`config.mk`:
```
export PLATFORM = sky130hd
export DESIGN_NAME = sdo_upload_server
export DESIGN_NICKNAME = d
export VERILOG_FILES = /design/src/pkg/sdo_pkg.sv /design/src/verilog/sdo_fifo.sv /design/src/verilog/sdo_upload_server.sv
export SDC_FILE = /design/constraint.sdc
export NUM_CORES = 1
export LEC_CHECK = 0
export BUFFER_PORTS_ARGS = -buffer_cell sky130_fd_sc_hd__buf_2
export CAP_MARGIN = 10
export CORE_MARGIN = 2
export CORE_UTILIZATION = 60
export DETAILED_ROUTE_END_ITERATION = 12
export PLACE_DENSITY = 0.8
export SETUP_SLACK_MARGIN = 0.1
export SLEW_MARGIN = 10
export SYNTH_ARGS = -nofsm -noshare
export SYNTH_HDL_FRONTEND = slang
export SYNTH_SLANG_ARGS = --single-unit
export TNS_END_PERCENT = 10
```
`constraint.sdc`:
```
create_clock -name clk_sys_i -period 6.2 [get_ports clk_sys_i]
set_input_delay 0.31 -clock clk_sys_i [delete_from_list [all_inputs] [get_ports clk_sys_i]]
set_output_delay 0.31 -clock clk_sys_i [all_outputs]
set_load 0.1 [all_outputs]
```
`src/pkg/sdo_pkg.sv`:
```
// constants of the segmented upload server: frame ids, command bytes,
// abort codes and buffer sizes
// assumes frames of eight bytes with byte 0 in bits 7:0
package sdo_pkg;
   localparam int          FRAME_BYTES   = 8;
   localparam int          FRAME_W       = 8 * FRAME_BYTES;
   localparam int          ID_W          = 11;
   localparam int          FIFO_DEPTH    = 8;
   localparam int          LEN_W         = 8;
   localparam logic [10:0] ID_REQ_BASE   = 11'h600;
   localparam logic [10:0] ID_RSP_BASE   = 11'h580;
   localparam logic [7:0]  CMD_INIT_REQ  = 8'h40;
   localparam logic [7:0]  CMD_INIT_RSP  = 8'h41;
   localparam logic [7:0]  CMD_EXP_RSP1  = 8'h4f;
   localparam logic [2:0]  CMD_SEG_REQ   = 3'h3;
   localparam logic [7:0]  CMD_ABORT     = 8'h80;
   localparam logic [2:0]  SEG_MAX       = 3'h7;
   localparam logic [2:0]  SEG_BASE      = 3'h1;
   localparam logic [2:0]  EXP_BASE      = 3'h4;
   localparam int          TOGGLE_BIT    = 4;
   localparam int          LAST_BIT      = 0;
   localparam logic [31:0] ABORT_TOGGLE  = 32'h05030000;
   localparam logic [31:0] ABORT_CMD     = 32'h05040001;
   localparam logic [31:0] ABORT_NO_OBJ  = 32'h06020000;
   localparam logic [31:0] ABORT_NO_SUB  = 32'h06090011;
   localparam logic [31:0] ABORT_GENERAL = 32'h08000000;
   localparam logic        TOG_RESET     = 1'b1;
   typedef enum logic [2:0] {K_DROP, K_ABORT_IN, K_ABORT_OUT, K_INIT, K_EXP, K_SEG} sdo_kind_e;
endpackage

```
`src/verilog/sdo_fifo.sv`:
```
// first-in first-out buffer of frames, flip-flop storage
// assumes one clock; full and empty are registered
`timescale 1ns/1ps
module sdo_fifo #(
   parameter int WIDTH = 75,
   parameter int DEPTH = 8
) (
   input  wire logic             clk_sys_i,
   input  wire logic             arst_n_i,
   input  wire logic             in_valid_i,
   output logic                  in_ready_o,
   input  wire logic [WIDTH-1:0] in_data_i,
   output logic                  out_valid_o,
   input  wire logic             out_ready_i,
   output logic [WIDTH-1:0]      out_data_o
);
   localparam int AW = $clog2(DEPTH);
   generate
      if (DEPTH < 2 || WIDTH < 1)
      begin : g_bad
         $error("sdo_fifo needs DEPTH >= 2 and WIDTH >= 1");
      end
   endgenerate

   logic [WIDTH-1:0] mem_q [DEPTH];
   logic [AW-1:0]    wr_q;
   logic [AW-1:0]    rd_q;
   logic [AW:0]      cnt_q;
   logic [AW:0]      cnt_d;
   logic             ready_q;
   logic             empty_q;
   logic             push;
   logic             pop;

   assign push        = in_valid_i && ready_q;
   assign pop         = out_ready_i && !empty_q;
   assign in_ready_o  = ready_q;
   assign out_valid_o = !empty_q;
   assign out_data_o  = mem_q[rd_q];

   always_comb
   begin
      cnt_d = cnt_q;
      if (push && !pop)
         cnt_d = cnt_q + 1'b1;
      else if (pop && !push)
         cnt_d = cnt_q - 1'b1;
   end

   always_ff @(posedge clk_sys_i or negedge arst_n_i)
   begin
      if (!arst_n_i)
      begin
         cnt_q   <= '0;
         ready_q <= 1'b1;
         empty_q <= 1'b1;
      end
      else
      begin
         cnt_q   <= cnt_d;
         ready_q <= (cnt_d != (AW+1)'(DEPTH));
         empty_q <= (cnt_d == '0);
      end
   end

   always_ff @(posedge clk_sys_i or negedge arst_n_i)
   begin
      if (!arst_n_i)
      begin
         wr_q <= '0;
         rd_q <= '0;
      end
      else
      begin
         if (push)
            wr_q <= (wr_q == AW'(DEPTH-1)) ? '0 : wr_q + 1'b1;
         if (pop)
            rd_q <= (rd_q == AW'(DEPTH-1)) ? '0 : rd_q + 1'b1;
      end
   end

   always_ff @(posedge clk_sys_i)
   begin
      if (push)
         mem_q[wr_q] <= in_data_i;
   end
endmodule

```
`src/verilog/sdo_upload_server.sv`:
```
// segmented upload server for one string object of the object dictionary
// assumes frame ports and the string store run on clk_sys_i; the store
// answers str_rd_data_i combinationally from str_rd_addr_o
//
// Behaviour
// - subindex n expedited-reads character n
// - initiate at subindex 00 answers segmented
// - segments only after completed initiate
// - initiate answer 41, index, subindex, length
// - segment answer echoes request toggle
// - bits 3..1 give unused byte count
// - last segment sets the last flag
// - segment command byte packs toggle, count, last
// - abort is 80, index, subindex, code
// - abort ends transfer silently
// - abort code is ignored
// - requests 600 plus node, answers 580 plus node
// - every frame is eight bytes
// - repeated toggle aborts with 05030000
`timescale 1ns/1ps
module sdo_upload_server
   import sdo_pkg::*;
#(
   parameter int DEPTH = sdo_pkg::FIFO_DEPTH
) (
   input  wire logic                        clk_sys_i,
   input  wire logic                        arst_n_i,
   input  wire logic [6:0]                  node_id_i,
   input  wire logic [15:0]                 str_index_i,
   input  wire logic [sdo_pkg::LEN_W-1:0]   str_len_i,
   output logic [sdo_pkg::LEN_W-1:0]        str_rd_addr_o,
   input  wire logic [7:0]                  str_rd_data_i,
   input  wire logic                        rx_valid_i,
   output logic                             rx_ready_o,
   input  wire logic [sdo_pkg::ID_W-1:0]    rx_id_i,
   input  wire logic [sdo_pkg::FRAME_W-1:0] rx_data_i,
   output logic                             tx_valid_o,
   input  wire logic                        tx_ready_i,
   output logic [sdo_pkg::ID_W-1:0]         tx_id_o,
   output logic [sdo_pkg::FRAME_W-1:0]      tx_data_o,
   output logic                             busy_o
);
   import sdo_pkg::*;

   typedef enum logic [1:0] {ST_IDLE, ST_DECODE, ST_FETCH, ST_SEND} sdo_state_e;

   sdo_state_e         state_q;
   logic               f_valid;
   logic [ID_W-1:0]    f_id;
   logic [FRAME_W-1:0] f_data;
   logic [ID_W-1:0]    req_id_q;
   logic [FRAME_W-1:0] req_q;
   logic [FRAME_W-1:0] resp_q;
   logic               active_q;
   logic               last_tog_q;
   logic [LEN_W-1:0]   pos_q;
   logic [15:0]        xidx_q;
   logic [7:0]         xsub_q;
   logic [2:0]         k_q;
   logic [2:0]         n_q;
   logic [2:0]         base_q;
   logic               tx_valid_q;
   logic [ID_W-1:0]    req_base;
   logic [7:0]         cmd;
   logic [15:0]        idx;
   logic [7:0]         sub;
   logic               hit;
   logic               is_seg;
   logic [LEN_W-1:0]   remain;
   logic [2:0]         seg_n;
   logic               seg_last;
   sdo_kind_e          kind;
   logic [31:0]        code;
   logic [15:0]        ab_idx;
   logic [7:0]         ab_sub;

   sdo_fifo #(.WIDTH(ID_W + FRAME_W), .DEPTH(DEPTH)) u_rx_fifo (
      .clk_sys_i   (clk_sys_i),
      .arst_n_i    (arst_n_i),
      .in_valid_i  (rx_valid_i),
      .in_ready_o  (rx_ready_o),
      .in_data_i   ({rx_id_i, rx_data_i}),
      .out_valid_o (f_valid),
      .out_ready_i (state_q == ST_IDLE),
      .out_data_o  ({f_id, f_data})
   );

   assign req_base = ID_REQ_BASE + {4'h0, node_id_i};
   assign cmd      = req_q[7:0];
   assign idx      = req_q[23:8];
   assign sub      = req_q[31:24];
   assign hit      = (req_id_q == req_base);
   assign is_seg   = (cmd[7:5] == CMD_SEG_REQ) && (cmd[3:0] == 4'h0);
   assign remain   = str_len_i - pos_q;
   assign seg_last = (remain <= LEN_W'(SEG_MAX));
   assign seg_n    = seg_last ? remain[2:0] : SEG_MAX;

   // classify the request taken from the buffer
   always_comb
   begin
      kind   = K_DROP;
      code   = ABORT_CMD;
      ab_idx = idx;
      ab_sub = sub;
      if (hit)
      begin
         if (cmd == CMD_ABORT)
            kind = K_ABORT_IN;
         else if (cmd == CMD_INIT_REQ)
         begin
            if (idx != str_index_i)
            begin
               kind = K_ABORT_OUT;
               code = ABORT_NO_OBJ;
            end
            else if (sub == 8'h00)
               kind = K_INIT;
            else if (sub <= str_len_i)
               kind = K_EXP;
            else
            begin
               kind = K_ABORT_OUT;
               code = ABORT_NO_SUB;
            end
         end
         else if (is_seg)
         begin
            ab_idx = xidx_q;
            ab_sub = xsub_q;
            kind   = K_ABORT_OUT;
            if (!active_q)
            begin
               code   = ABORT_GENERAL;
               ab_idx = idx;
               ab_sub = sub;
            end
            else if (cmd[TOGGLE_BIT] == last_tog_q)
               code = ABORT_TOGGLE;
            else
               kind = K_SEG;
         end
         else
            kind = K_ABORT_OUT;
      end
   end

   // sequencing
   always_ff @(posedge clk_sys_i or negedge arst_n_i)
   begin
      if (!arst_n_i)
         state_q <= ST_IDLE;
      else
      begin
         case (state_q)
            ST_IDLE:
               if (f_valid)
                  state_q <= ST_DECODE;
            ST_DECODE:
               case (kind)
                  K_DROP, K_ABORT_IN: state_q <= ST_IDLE;
                  K_EXP:              state_q <= ST_FETCH;
                  K_SEG:              state_q <= (seg_n == 3'h0) ? ST_SEND : ST_FETCH;
                  default:            state_q <= ST_SEND;
               endcase
            ST_FETCH:
               if (k_q + 3'h1 == n_q)
                  state_q <= ST_SEND;
            ST_SEND:
               if (!tx_valid_q || tx_ready_i)
                  state_q <= ST_IDLE;
            default:
               state_q <= ST_IDLE;
         endcase
      end
   end

   // request capture
   always_ff @(posedge clk_sys_i or negedge arst_n_i)
   begin
      if (!arst_n_i)
      begin
         req_id_q <= '0;
         req_q    <= '0;
      end
      else if (state_q == ST_IDLE && f_valid)
      begin
         req_id_q <= f_id;
         req_q    <= f_data;
      end
   end

   // transfer state
   always_ff @(posedge clk_sys_i or negedge arst_n_i)
   begin
      if (!arst_n_i)
      begin
         active_q   <= 1'b0;
         last_tog_q <= TOG_RESET;
         pos_q      <= '0;
         xidx_q     <= '0;
         xsub_q     <= '0;
      end
      else if (state_q == ST_DECODE)
      begin
         case (kind)
            K_INIT:
            begin
               active_q   <= 1'b1;
               last_tog_q <= TOG_RESET;
               pos_q      <= '0;
               xidx_q     <= idx;
               xsub_q     <= sub;
            end
            K_SEG:
            begin
               last_tog_q <= cmd[TOGGLE_BIT];
               pos_q      <= pos_q + LEN_W'(seg_n);
               if (seg_last)
                  active_q <= 1'b0;
            end
            K_DROP:
               active_q <= active_q;
            default:
            begin
               active_q <= 1'b0;
               pos_q    <= '0;
            end
         endcase
      end
   end

   // answer assembly and string fetch
   always_ff @(posedge clk_sys_i or negedge arst_n_i)
   begin
      if (!arst_n_i)
      begin
         resp_q        <= '0;
         str_rd_addr_o <= '0;
         k_q           <= '0;
         n_q           <= '0;
         base_q        <= '0;
      end
      else if (state_q == ST_DECODE)
      begin
         k_q <= '0;
         case (kind)
            K_INIT:
               resp_q <= {24'h0, str_len_i, sub, idx, CMD_INIT_RSP};
            K_EXP:
            begin
               resp_q        <= {32'h0, sub, idx, CMD_EXP_RSP1};
               str_rd_addr_o <= sub - 8'h01;
               n_q           <= 3'h1;
               base_q        <= EXP_BASE;
            end
            K_SEG:
            begin
               resp_q        <= {56'h0, 3'h0, cmd[TOGGLE_BIT],
                                 SEG_MAX - seg_n, seg_last};
               str_rd_addr_o <= pos_q;
               n_q           <= seg_n;
               base_q        <= SEG_BASE;
            end
            K_ABORT_OUT:
               resp_q <= {code, ab_sub, ab_idx, CMD_ABORT};
            default:
               resp_q <= resp_q;
         endcase
      end
      else if (state_q == ST_FETCH)
      begin
         resp_q[{base_q + k_q, 3'h0} +: 8] <= str_rd_data_i;
         str_rd_addr_o <= str_rd_addr_o + 8'h01;
         k_q           <= k_q + 3'h1;
      end
   end

   // transmit slot, always eight bytes
   always_ff @(posedge clk_sys_i or negedge arst_n_i)
   begin
      if (!arst_n_i)
      begin
         tx_valid_q <= 1'b0;
         tx_id_o    <= '0;
         tx_data_o  <= '0;
      end
      else if (state_q == ST_SEND && (!tx_valid_q || tx_ready_i))
      begin
         tx_valid_q <= 1'b1;
         tx_id_o    <= ID_RSP_BASE + {4'h0, node_id_i};
         tx_data_o  <= resp_q;
      end
      else if (tx_ready_i)
         tx_valid_q <= 1'b0;
   end

   assign tx_valid_o = tx_valid_q;

   always_ff @(posedge clk_sys_i or negedge arst_n_i)
   begin
      if (!arst_n_i)
         busy_o <= 1'b0;
      else
         busy_o <= (state_q != ST_IDLE) || f_valid;
   end
endmodule
```
==> results by stage, run 1 <==
Placed design:
- At the end of routability-driven placement, the weighted congestion stood at 0.938.
- The number of port buffers is 170.
- At the placement stage, the worst setup path has a slack of 2460 ps.
- The HPWL reported at the end of detailed placement is 36,000 um.

Routing:
- After the first detailed-routing iteration, the DRC count stood at 1,353.
- The routed via count divided by cell count is 6.15.
- Detailed routing inserted a total of 14,871 vias.
- The final wirelength is 57,300 um.
- Dividing the detail-routed wire length by the instance count gives 23.7 um.
- The DRC violation count after routing is 0.
- The count of nets left with antenna violations after detail routing is 0.
- The length of the first detailed-routing pass in iterations is 5.

GRT:
- The number of antenna violations at the first check in global routing was 6.
- The number of global-route vias before repair came to 15,266.
- The total track usage is 26.6%.
- The largest net degree at the start of global routing is 136.
- The first-pass GRT wire length is 88,100 um.
- The global-route congestion overflow total is 0.

STA:
- The transition time of the tightest slew-check pin is 1220 ps.
- The number of hold violations in the final report came to 0.
- The shortest clock period the worst path allows after layout is 3710 ps.
- The relative slew slack is 18.5%.
- For the final database, setup skew stands at 43.5 ps.
- Setup violations remaining at the end of the flow were counted as 0.
- Based on the critical path, the design can be clocked at up to 269 MHz.
- Summed over all failing endpoints, the final setup total negative slack is 0 ps.
- Setup slack closes at 2490 ps.
- The number of pins exceeding their max-slew limit in the final report is 0.
- Setup repair after global routing left no endpoint under its margin.
- Of the available clock period, the critical path in the final layout requires 59.9%.

Final layout:
- The number of fill cells is 2,614.
- Relative to the synthesized area, the layout overhead comes to 15.4%.
- In the final design database the tool counted 1,993 nets.
- In the final layout, the multi-input gates occupy 7990 um2.
- The sequential cells in the finished layout cover a total of 16,500 um2.
- The fraction of final layout cells sized beyond drive strength 1 is 26.3%.

Clocking:
- TritonCTS built the clock tree.
- Once the clock tree was built, the setup fixing pass inserted 0 buffers.
- For the worst-skew pair, the clock arrives at the later sink with an insertion delay of 640 ps.
- The clock transition time at the flip-flop clock pins of the worst setup and hold paths is 60 ps.
- In this run, CTS created clock tree buffers numbering 56.
- CTS placed an instance of sky130_fd_sc_hd__clkbuf_16 at the clock tree root.
- The longest clock path from root to sink contains 3 buffers.
- Counting every sink on the clock net gives 589.
- The H-tree depth is 2.

Logic synthesis:
- The distinct cell type count after synthesis is 80.
- Synthesis produced 1,615 cells.
- The most used flip-flop cell after synthesis is sky130_fd_sc_hd__edfxtp_1.
- In this run the mean area of a mapped cell was 15.4 um2.
- The most area-hungry cell type in the Yosys netlist is sky130_fd_sc_hd__edfxtp_1.
- The synthesized design contains 344 enable-type register cells.
- During synthesis, Yosys emitted a total of 0 warnings.
- In the synthesized netlist the async set-or-reset flop fraction comes to 41.6%.
- Of the post-synthesis cell area, the dominant cell type holds 41.5%.
- The post-synth net total is 1,772.
- Ranked by total cell area, the synthesized netlist is headed by sky130_fd_sc_hd__edfxtp_1 (42%), sky130_fd_sc_hd__dfrtp_1 (24%), sky130_fd_sc_hd__mux4_2 (7.8%).
- In this run, synthesis produced a sequential element count of 589.
- The post-synthesis cell area is 24,900 um2.
- The fraction of the yosys area taken by sequential cells is 66.2%.

Power:
- In this run the power density over the cells is 439 nW/um2.
- In this run the static leakage power is 11.4 nW.
- The total power after layout is 12.6 mW.
- The maximum vdd drop is 0.272 mV.

Floorplan:
- For this design the top-level I/O count stands at 204.
- The initial utilization of the core area, before any placement, comes to 60.8%.
- In this run the standard cell core region covers 40,900 um2.
- The die extent in y is 208 um.
- The overall die width is 208 um.
- The die area is 43,100 um2.
- The floorplan has 74 rows.

Worst setup path:
- The critical path start-end classification is flip-flop to flip-flop.
- In this run the worst path has a maximum fanout of 25.
- At the worst endpoint, the arrival time is 4230 ps.
- The setup slack of the most critical reg-to-reg path is 2490 ps.
- The worst register-to-register path begins at req_q[1]$_DFFE_PN0P_.
- The kind of end point of the critical path is a flip-flop.
- The capturing point of the worst reg2reg path is xidx_q[0]$_DFFE_PN0P_.
- The element type at the critical path start is a flip-flop.
- Measured in cells, the most critical reg-to-reg path has a length of 6.
- Data on the critical path is required at its endpoint by 6710 ps.

Outcome:
- The run finished with clean final reports.

Worst hold path:
- The tightest min-delay check is of the input pin to flip-flop type.
- The worst hold path was traced through 2 stages.
- The worst hold path terminates at tx_id_o[5]$_DFFE_PN0P_.
- The hold path startpoint is node_id_i[5].

Job:
- Max-cap violations in this run came to 0.
where the power goes:
part           leakage (nW)  switching, mW  internal, mW
Clock                 0.921           1.49          1.97
Combinational          4.13           2.07          1.44
Sequential             6.34          0.698          4.92
Total                  11.4           4.26          8.33
cells in the mapped netlist, types with 5 or more instances:
cell type and n:
sky130_fd_sc_hd__clkbuf_1 49, sky130_fd_sc_hd__nand3_1 14, sky130_fd_sc_hd__buf_1 13, sky130_fd_sc_hd__o21a_1 7, sky130_fd_sc_hd__dfrtp_1 242, sky130_fd_sc_hd__inv_1 42
sky130_fd_sc_hd__and2_1 6, sky130_fd_sc_hd__mux2i_1 57, sky130_fd_sc_hd__o31ai_1 11, sky130_fd_sc_hd__and4_1 10, sky130_fd_sc_hd__xor2_1 21, sky130_fd_sc_hd__buf_2 8
sky130_fd_sc_hd__a21o_1 7, sky130_fd_sc_hd__nor2b_1 27, sky130_fd_sc_hd__nor2_1 75, sky130_fd_sc_hd__nor4_1 6, sky130_fd_sc_hd__xnor2_1 17, sky130_fd_sc_hd__o21ai_1 6
sky130_fd_sc_hd__nand4_1 9, sky130_fd_sc_hd__ha_1 37, sky130_fd_sc_hd__a31oi_1 28, sky130_fd_sc_hd__nor3b_1 5, sky130_fd_sc_hd__mux2_1 14, sky130_fd_sc_hd__o21ai_0 80
sky130_fd_sc_hd__mux2_2 83, sky130_fd_sc_hd__a22oi_1 20, sky130_fd_sc_hd__mux4_2 86, sky130_fd_sc_hd__a21oi_1 33, sky130_fd_sc_hd__and3_1 6, sky130_fd_sc_hd__o221a_2 6
sky130_fd_sc_hd__edfxtp_1 344, sky130_fd_sc_hd__o211ai_1 5, sky130_fd_sc_hd__a311oi_1 5, sky130_fd_sc_hd__nor3_1 11, sky130_fd_sc_hd__nor4_2 6, sky130_fd_sc_hd__nand2_1 119
sky130_fd_sc_hd__nand2b_1 14, sky130_fd_sc_hd__a22o_1 17
layout by cell type, fill, tap and decap left out, types with 17 or more instances in the layout:
master / netlist / layout
sky130_fd_sc_hd__nand2_1: 119 / 118
sky130_fd_sc_hd__clkbuf_16: 0 / 57
sky130_fd_sc_hd__nor2b_1: 27 / 27
sky130_fd_sc_hd__dfrtp_1: 242 / 239
sky130_fd_sc_hd__edfxtp_1: 344 / 344
sky130_fd_sc_hd__mux2i_1: 57 / 57
sky130_fd_sc_hd__a22oi_1: 20 / 20
sky130_fd_sc_hd__mux4_2: 86 / 86
sky130_fd_sc_hd__a22o_1: 17 / 17
sky130_fd_sc_hd__xnor2_1: 17 / 17
sky130_fd_sc_hd__dlygate4sd3_1: 0 / 50
sky130_fd_sc_hd__xor2_1: 21 / 21
sky130_fd_sc_hd__a31oi_1: 28 / 28
sky130_fd_sc_hd__mux2_2: 83 / 83
sky130_fd_sc_hd__o21ai_0: 80 / 80
sky130_fd_sc_hd__a21oi_1: 33 / 33
sky130_fd_sc_hd__inv_1: 42 / 42
sky130_fd_sc_hd__buf_4: 3 / 19
sky130_fd_sc_hd__buf_2: 8 / 169
sky130_fd_sc_hd__ha_1: 37 / 37
sky130_fd_sc_hd__nor2_1: 75 / 69
layer usage:
layer  vias to the layer above  GRT usage, %  wire length (um)
li1                       6622             -                 -
met1                      7518          34.8             22800
met2                       594          44.2             28300
met3                       133          4.63              3750
met4                         4          12.3              2420
met5                         -             0                24
critical path: stages (launching register included):
cell and delay [ps]:
sky130_fd_sc_hd__dfrtp_1 390, sky130_fd_sc_hd__nor4_2 880, sky130_fd_sc_hd__and2_1 370, sky130_fd_sc_hd__nand2_1 250, sky130_fd_sc_hd__nor3_4 290, sky130_fd_sc_hd__and4_1 970, sky130_fd_sc_hd__mux2_2 420
cell families (layout without fill, tap and decap cells):
kind of cell / count (synthesis) / count (layout) / share of synthesized area [%]
flip-flops: 589 / 589 / 66.2
multiplexers: 240 / 240 / 14.5
adder cells (fa/ha/maj): 39 / 39 / 2.02
AO/OA/AOI/OAI: 254 / 254 / 6.91
XOR/XNOR: 40 / 40 / 1.52
buffers and inverters: 118 / 387 / 1.99
other: 1 / 4 / 0.0151
AND/OR/NAND/NOR: 334 / 334 / 6.90
state kept, by name, summed over array words and instances, names as in the netlist, 2 cells and up, named ones only:
signal,cells
req_q,32
u_rx_fifo.rd_q,3
resp_q,64
pos_q,8
req_id_q,11
str_rd_addr_o,8
n_q,3
k_q,3
xidx_q,16
u_rx_fifo.cnt_q,4
tx_id_o,8
tx_data_o,64
u_rx_fifo.wr_q,3
u_rx_fifo.mem_q,344
base_q,2
xsub_q,8
through the flow:
stage               cells  utilization [%]  cell area (um2)  hold slack [ps]
finish               2419             70.2            28700             22.8
global route         2419             70.2            28700             20.8
CTS                  2416             70.1            28700             8.27
detailed placement   2260             64.2            26300              467
global placement     2260             64.2            26300              455
floorplan            1615                -            24900             14.4
worst max-delay path by stage:
stage / endpoint / startpoint / cells past startpoint / slack [ps]
floorplan: u_rx_fifo.mem_q[0][0]$_DFFE_PP_ / u_rx_fifo.in_ready_o$_DFF_PN1_ / 3 / 1300
global placement: pos_q[5]$_DFFE_PN0P_ / str_len_i[0] / 16 / 2530
detailed placement: pos_q[7]$_DFFE_PN0P_ / str_len_i[0] / 16 / 2460
CTS: xidx_q[0]$_DFFE_PN0P_ / req_q[1]$_DFFE_PN0P_ / 6 / 2500
global route: xidx_q[1]$_DFFE_PN0P_ / req_q[1]$_DFFE_PN0P_ / 6 / 2190
finish: xidx_q[0]$_DFFE_PN0P_ / req_q[1]$_DFFE_PN0P_ / 6 / 2490
layout make-up:
type | instances | share of cell area, %
Timing Repair Buffer | 239 | 5.24
Inverter | 42 | 0.549
Antenna cell | 3 | 0.0261
Sequential cell | 589 | 57.4
Multi-Input combinational cell | 908 | 27.8
Clock buffer | 82 | 5.68
Tap cell | 532 | 2.32
Clock inverter | 24 | 0.985
repair_timing:
item	CTS	global route
gates resized for setup	0	0
hold buffers	50	0
endpoints found under the hold margin	483	0
Note: power is estimated with default switching activity, not from simulation.
==> run 2, diff against run 1 <==
--- a/config.mk
+++ b/config.mk
@@ -8,9 +8,9 @@
 export BUFFER_PORTS_ARGS = -buffer_cell sky130_fd_sc_hd__buf_2
 export CAP_MARGIN = 10
 export CORE_MARGIN = 2
-export CORE_UTILIZATION = 60
+export CORE_UTILIZATION = 54
 export DETAILED_ROUTE_END_ITERATION = 12
-export PLACE_DENSITY = 0.8
+export PLACE_DENSITY = 0.76
 export SETUP_SLACK_MARGIN = 0.1
 export SLEW_MARGIN = 10
 export SYNTH_ARGS = -nofsm -noshare
==> constraint.sdc (replaced) <==
create_clock -name clk_sys_i -period 3.3 [get_ports clk_sys_i]
set_input_delay 0.165 -clock clk_sys_i [delete_from_list [all_inputs] [get_ports clk_sys_i]]
set_output_delay 0.165 -clock clk_sys_i [all_outputs]
set_load 0.1 [all_outputs]
==> run 2 against run 1 <==
  * Power increased by 90%
  * Clock skew is essentially flat
  * Worst setup slack lost 2400 ps
  * Worst hold slack improved by 130 ps
  * Die area is 11% higher
  * Critical path depth up 10
  * First-iteration DRC count grew 7.1%
  * Core utilization is 5.1 points lower
  * Highest routed layer unchanged
==> results by stage, run 2 (synthesis gave the netlist of run 1 again) <==
Outcome:
- The flow ran to the end, and the final reports show no timing, DRC or antenna violations.

Floorplan:
- The die extent in y is 219 um (+5.3%).
- The overall die width is 219 um (+5.3%).
- The die area came to 47,800 um2 (+11%).
- The count of boundary I/O pins came to 204 (unchanged).
- The core box area is 45,400 um2 (+11%).
- The cell row count is 78 (+5.4%).
- The initial cell density of the core is 54.8% (-6.0 points).

Clocking:
- The sink count of the clock tree is 589 (unchanged).
- The number of buffers on the longest clock path came to 3 (unchanged).
- The TritonCTS clock tree is built.
- The cell sitting at the root of the clock tree is a sky130_fd_sc_hd__clkbuf_16.
- The clock transition time at the flip-flop clock pins of the worst setup and hold paths was 60 ps (about the same).
- The H-tree depth was 2 (unchanged).
- The number of buffers added by the clock tree synthesis step came to 58 (+3.6%).
- The clock latency at the later pin of the worst-skew pair is 640 ps (about the same).

Routing:
- The final wirelength is 59,800 um (+4.3%).
- The DRC violation count after routing is 0 (unchanged).
- The length of the first detailed-routing pass in iterations came to 5 (unchanged).
- The routed via count divided by cell count is 6.01 (-2.3%).
- The vias after detailed routing is 15,308 (+2.9%).
- The count of nets left with antenna violations after detail routing is 0 (unchanged).
- The iteration-0 DRC count of the detailed router is 1,449 (+7.1%).
- The wire length per cell is 23.4 um (-1.0%).

STA:
- The portion of the clock cycle consumed by the worst path in the final layout came to 97.6% (+38 points).
- The shortest clock period the worst path allows after layout is 3220 ps (-493 ps).
- Setup repair after global routing could not meet its margin everywhere.
- The transition time of the tightest slew-check pin came to 1060 ps (-162 ps).
- The number of hold violations in the final report was 0 (unchanged).
- The worst clock skew came to 43.3 ps (-0.106 ps).
- The accumulated negative setup slack is 0 ps (unchanged).
- The number of pins exceeding their max-slew limit in the final report is 0 (unchanged).
- The relative slew slack is 29.3% (+11 points).
- The final-report setup violation count is 0 (unchanged).
- The achievable frequency is 311 MHz (+15%).

Final layout:
- The number of nets in the layout is 2,054 (+3.1%).
- The area growth from synthesis to layout is 18.6%.
- The largest registers in the layout are u_rx_fifo.mem_q: 344 flops, resp_q: 64 flops, tx_data_o: 64 flops.
- The most flop-heavy register is u_rx_fifo.mem_q.
- The most frequent standard cell in the layout excluding fill and tap cells is sky130_fd_sc_hd__edfxtp_1.
- Leaving out fill and tap cells, the most frequent cells in the layout are sky130_fd_sc_hd__edfxtp_1 (344), sky130_fd_sc_hd__dfrtp_1 (239), sky130_fd_sc_hd__buf_2 (169).
- The post-route core utilization came to 65.0% (-5.1 points).
- The fraction of final layout cells sized beyond drive strength 1 is 28.3% (+1.9 points).
- The number of flip-flops in the largest register is 344 (unchanged).

Worst setup path:
- The element type at the critical path start is a flip-flop.
- The kind of end point of the critical path is a flip-flop.
- The data required time at the worst endpoint is 3790 ps (-2920 ps).
- The signal arrival time at the worst endpoint is 3710 ps (-520 ps).
- The number of cells on the worst reg-to-reg path is 16 (+10).
- The worst stage delay on the critical path is 530 ps (-440 ps).
- The source of the worst register-to-register timing path is pos_q[0]$_DFFE_PN0P_.
- By instance count, the cell type seen most on the critical path is sky130_fd_sc_hd__a21o_1.
- The total stage count of the critical path is 16 (+10).
- The setup slack of the most critical reg-to-reg path is 80 ps (-2410 ps).
- The critical path endpoint is pos_q[7]$_DFFE_PN0P_.
- The total buffers and inverters traversed by the critical path is 2 (+2).
- The slowest stage of the critical path is the sky130_fd_sc_hd__or4_4 cell.
- The worst setup path startpoint is pos_q[0]$_DFFE_PN0P_.
- Walking the worst path, the cells encountered are ha_2, inv_2, fa_2, buf_4, a21o_1, a211oi_1, or4_4, nor3_4, nand2b_1, ha_1, a21o_1, a21o_1, nand3_2, nor2b_1, o21ai_1, o31ai_1.
- The worst register-to-register path ends at pos_q[7]$_DFFE_PN0P_.
- Grouping stages by cell kind, the critical path spends the most delay in simple AND/OR/NAND/NOR gates.
- The largest driver fanout on the critical path is 4 (-84%).
- The critical path start-end classification is flip-flop to flip-flop.

Power:
- The total leakage power is 11.7 nW (+3.0%).
- The power density over cell area was 812 nW/um2 (+85%).
- The maximum vdd drop is 0.471 mV (+73%).

Placed design:
- The global placer's final weighted congestion was 0.951 (+1.3%).
- The number of port buffers is 170 (unchanged).
- The HPWL reported at the end of detailed placement came to 38,600 um (+7.0%).

GRT:
- The number of global-route vias before repair is 15,577 (+2.0%).
- The largest net degree at the start of global routing is 92 (-32%).
- The total track usage is 25.4% (-1.2 points).
- The first-pass GRT wire length is 91,500 um (+3.9%).
- The global-route congestion overflow total is 0 (unchanged).
- The number of antenna violations at the first check in global routing came to 4 (-2).

Worst hold path:
- The class of the most critical hold timing path is input pin to async pin.

Job:
- The max-capacitance violation count is 0 (unchanged).
-- run 2: cell count changes in the layout (fill, tap and decap cells not counted), sizes merged --
cell,previous run,this run
bufinv,3,2
buf,189,229
dlygate4sd3,50,69
clkinvlp,6,2
clkbuf,82,85
inv,43,42
clkinv,14,20
-- run 2: per-stage QoR --
stage / hold WS, ps / instances / instance area (um2) / worst slack, ps / power [mW]
after floorplan: -131 / 1615 / 24900 / -442 / 15.1
after global placement: 215 / 2367 / 26800 / 98.4 / 17.2
after detailed placement: 220 / 2367 / 26800 / -31.6 / 17.5
after CTS: 155 / 2546 / 29500 / 120 / 24.1
after global routing: 217 / 2547 / 29500 / -25.5 / 25.1
final: 149 / 2549 / 29500 / 80.8 / 24.0
-- run 2: final cells by class --
| type | count | area [um2] |
|---|---|---|
| well taps | 600 | 751 |
| diodes | 3 | 7.51 |
| multi-input cells | 908 | 8060 |
| clock buffers | 85 | 1670 |
| flip-flops and latches | 589 | 16500 |
| clock inverters | 24 | 239 |
| repair buffers | 298 | 2140 |
| inverters | 42 | 158 |
| fillers | 3128 | 15900 |
-- run 2: how the worst min path moves through the flow --
| stage | start | endpoint | slack, ps | cells past startpoint |
|---|---|---|---|---|
| floorplan | arst_n_i | async pin | -130 | 0 |
| global placement | arst_n_i | str_rd_addr_o[6]$_DFFE_PN0P_ | 210 | 1 |
| detailed placement | arst_n_i | str_rd_addr_o[6]$_DFFE_PN0P_ | 220 | 1 |
| CTS | arst_n_i | req_id_q[9]$_DFFE_PN0P_ | 160 | 2 |
| global route | arst_n_i | resp_q[53]$_DFFE_PN0P_ | 220 | 2 |
| finish | arst_n_i | str_rd_addr_o[6]$_DFFE_PN0P_ | 150 | 2 |
-- run 2: power breakdown --
part | internal (mW) | switching [mW] | leakage (nW)
sequential | 9.24 | 1.10 | 6.34
clock | 3.68 | 2.80 | 0.939
combinational | 2.96 | 4.18 | 4.46
-- run 2: metal layers --
layer,vias to the layer above,global-route usage (%),part of all wire [%]
li1,6746,-,-
met1,7841,33.4,41
met2,569,41.9,49
met3,148,4.77,6.2
met4,4,10.5,4.2
met5,-,0,0.042
-- run 2: repair_timing --
| action | 4_1_cts | 5_1_grt |
|---|---|---|
| hold endpoints to repair | 466 | 0 |
| setup endpoints to repair | 4 | 14 |
| pin swaps | 2 | 10 |
| resized for setup | 6 | 12 |
| setup buffers | 1 | 0 |
| hold buffers | 69 | 0 |
==> run 3, diff against run 2 <==
--- a/config.mk
+++ b/config.mk
@@ -7,10 +7,12 @@
 export LEC_CHECK = 0
 export BUFFER_PORTS_ARGS = -buffer_cell sky130_fd_sc_hd__buf_2
 export CAP_MARGIN = 10
+export CELL_PAD_IN_SITES_DETAIL_PLACEMENT = 0
+export CELL_PAD_IN_SITES_GLOBAL_PLACEMENT = 1
 export CORE_MARGIN = 2
-export CORE_UTILIZATION = 54
+export CORE_UTILIZATION = 46
 export DETAILED_ROUTE_END_ITERATION = 12
-export PLACE_DENSITY = 0.76
+export PLACE_DENSITY_LB_ADDON = 0.1
 export SETUP_SLACK_MARGIN = 0.1
 export SLEW_MARGIN = 10
 export SYNTH_ARGS = -nofsm -noshare
==> run 3 against run 2 <==
  * First-iteration DRC count decreased by 44%
  * Cell count increased by 4.4%
  * Sequential power about the same
  * Flip-flop and latch count unchanged
  * Worst setup slack improved by 110 ps
  * Critical path type unchanged
  * Highest routed layer unchanged
==> results by stage, run 3 (synthesis gave the netlist of run 1 again) <==
Worst setup path:
- The data required time at the worst endpoint is 3780 ps (about the same).
- The largest driver fanout on the critical path was 5 (+1).
- The worst setup path is of the flip-flop to flip-flop kind.
- The slowest stage of the critical path belongs to the cell sky130_fd_sc_hd__or4_1.
- The kind of end point of the critical path is a flip-flop.
- The top cell family by delay on the critical path is adder cells.
- The critical path goes through ha_1, ha_1, inv_1, ha_1, ha_1, nand2b_1, or4_1, a211oi_4, mux2_1.
- The total buffers and inverters traversed by the critical path came to 1 (-1).
- Among the stages of the critical path, the cell type that occurs most often is sky130_fd_sc_hd__ha_1.
- The element type at the critical path start is a flip-flop.
- The signal arrival time at the worst endpoint came to 3600 ps (-110 ps).
- The worst stage delay on the critical path came to 570 ps (+40 ps).

GRT:
- The global-route congestion overflow total is 0 (unchanged).
- The total track usage is 21.8% (-3.6 points).
- The number of antenna violations at the first check in global routing is 5 (+1).
- The largest net degree at the start of global routing is 108 (+17%).
- The number of global-route vias before repair is 14,952 (-4.0%).
- The first-pass GRT wire length is 92,500 um (+1.1%).

Power:
- The maximum vdd drop is 0.482 mV (+2.3%).
- The combinational share of power was 29.6% (-0.2 points).
- The switching share of total power is 33.2% (-0.55 points).
- The relative contribution of sequential cells to total power is 41.8% (-1.4 points).
- The power density over cell area was 820 nW/um2 (+1.0%).
- The net switching component of the power is 8.12 mW (+0.60%).
- The total leakage power is 11.9 nW (+1.2%).
- The clock network fraction of total power is 28.5% (+1.5 points).
- The internal power contribution was 16.4 mW (+3.1%).

Final layout:
- The synthesis-to-layout area growth is 20.0%.
- The most flop-heavy register is u_rx_fifo.mem_q.
- Leaving out fill and tap cells, the most frequent cells in the layout are sky130_fd_sc_hd__edfxtp_1 (344), sky130_fd_sc_hd__dfrtp_1 (239), sky130_fd_sc_hd__buf_2 (169).
- The most frequent standard cell in the layout excluding fill and tap cells is sky130_fd_sc_hd__edfxtp_1.
- The number of flip-flops in the largest register was 344 (unchanged).
- In the final layout, the registers with the most flip-flops are u_rx_fifo.mem_q: 344 flops, resp_q: 64 flops, tx_data_o: 64 flops.
- The fraction of final layout cells sized beyond drive strength 1 is 28.9% (+0.64 points).
- The post-route core utilization was 55.7% (-9.3 points).
- The number of nets in the layout is 2,070 (+0.78%).

STA:
- The transition time of the tightest slew-check pin is 873 ps (-187 ps).
- The worst clock skew came to 25.1 ps (-18.2 ps).
- The hold slack was 213 ps (+64.0 ps).
- The portion of the clock cycle consumed by the worst path in the final layout was 94.3% (-3.2 points).
- The shortest clock period the worst path allows after layout was 3110 ps (-107 ps).
- The number of hold violations in the final report was 0 (unchanged).
- The final-report setup violation count is 0 (unchanged).
- The relative slew slack is 41.8% (+12 points).
- The number of pins exceeding their max-slew limit in the final report is 0 (unchanged).
- The achievable frequency is 321 MHz (+3.4%).
- The accumulated negative setup slack is 0 ps (unchanged).
- Setup repair after global routing could not meet its margin everywhere.

Clocking:
- The buffer cell driving the clock tree root is sky130_fd_sc_hd__clkbuf_16.
- The TritonCTS clock tree is built.
- The H-tree depth is 2 (unchanged).
- The number of buffers on the longest clock path came to 3 (unchanged).
- The sink count of the clock tree is 589 (unchanged).
- The clock transition time at the flip-flop clock pins of the worst setup and hold paths is 60 ps (about the same).
- The clock latency at the later pin of the worst-skew pair came to 620 ps (-20 ps).
- The number of buffers added by the clock tree synthesis step is 61 (+5.2%).

Placed design:
- The global placer's final weighted congestion is 0.906 (-4.6%).
- The HPWL reported at the end of detailed placement came to 40,100 um (+4.0%).
- The number of port buffers was 170 (unchanged).

Routing:
- The final wirelength was 60,300 um (+0.93%).
- The count of nets left with antenna violations after detail routing was 0 (unchanged).
- The iteration-0 DRC count of the detailed router came to 818 (-44%).
- The vias after detailed routing is 14,728 (-3.8%).
- The length of the first detailed-routing pass in iterations was 5 (unchanged).
- The wire length per cell is 22.7 um (-3.3%).
- The routed via count divided by cell count is 5.53 (-7.8%).
- The DRC violation count after routing is 0 (unchanged).

Outcome:
- The run finished with clean final reports.

Job:
- The max-capacitance violation count is 0 (unchanged).

Floorplan:
- The die extent in y is 237 um (+8.2%).
- The cell row count is 85 (+9.0%).
- The die area is 56,000 um2 (+17%).
- The overall die width came to 237 um (+8.2%).
- The count of boundary I/O pins was 204 (unchanged).
- The core box area is 53,600 um2 (+18%).
- The initial cell density of the core was 46.4% (-8.4 points).

Worst hold path:
- In this run the worst hold path is classified as input pin to async pin.
## run 3: worst register-to-register path, cell delays in order, from the launching register on
cell and delay, ps:
sky130_fd_sc_hd__dfrtp_1 430, sky130_fd_sc_hd__ha_1 220, sky130_fd_sc_hd__ha_1 270, sky130_fd_sc_hd__inv_1 50
sky130_fd_sc_hd__ha_1 200, sky130_fd_sc_hd__ha_1 270, sky130_fd_sc_hd__nand2b_1 230, sky130_fd_sc_hd__or4_1 570
sky130_fd_sc_hd__a211oi_4 390, sky130_fd_sc_hd__mux2_1 360
## run 3: final cells by class
type	count	area [um2]
Fill cell	4389	23700
Sequential cell	589	16500
Multi-Input combinational cell	908	8070
Timing Repair Buffer	311	2230
Clock buffer	74	1640
Tap cell	696	871
Clock inverter	38	419
Inverter	42	158
Antenna cell	3	7.51
## run 3: final timing paths
check                                                        to                     from  cells past startpoint  slack [ps]
worst max-delay path                     resp_q[49]$_DFFE_PN0P_       k_q[0]$_DFFE_PN0N_                      9         190
worst min-delay path               str_rd_addr_o[5]$_DFFE_PN0P_                 arst_n_i                      2         210
worst max register to register           resp_q[49]$_DFFE_PN0P_       k_q[0]$_DFFE_PN0N_                      9         190
worst min register to register          req_id_q[8]$_DFFE_PN0P_  req_id_q[8]$_DFFE_PN0P_                      2         480
max in group asynchronous           u_rx_fifo.empty_q$_DFF_PN1_                 arst_n_i                      3        2160
min in group clk_sys_i          u_rx_fifo.mem_q[4][1]$_DFFE_PP_             rx_data_i[1]                      2         350
## run 3: power groups by stage
stage	registers (mW)	clock network (mW)	logic, mW
2_1_floorplan	10.4	0	4.67
3_3_place_gp	10.4	0	7.18
3_5_place_dp	10.4	0	7.28
4_1_cts	10.3	7.15	7.37
5_1_grt	10.4	7.44	7.96
6_report	10.3	6.98	7.26
## run 3: through the flow
stage	instances	cell area (um2)	power, mW	setup slack (ps)
after global routing	2659	29900	25.8	12.7
after floorplan	1615	24900	15.1	-442
final	2661	29900	24.5	188
after CTS	2658	29800	24.8	120
after global placement	2475	27000	17.6	22.0
after detailed placement	2475	27000	17.7	-14.6
## run 3: layer usage
metal  global-route usage, %  vias up  wire (um)
met3                    3.56       95       2770
met4                    6.48        8       1530
li1                        -     6791          -
met1                    29.3     7490      26200
met5                       0        -         55
met2                    36.9      344      29700
## run 3: what timing repair did
action / 4_1_cts / 5_1_grt
buffers inserted: 2 / 0
endpoints found under the hold margin: 480 / 0
endpoints found under the setup margin: 4 / 16
resized for setup: 6 / 16
pin swaps: 3 / 4
hold buffers: 69 / 0
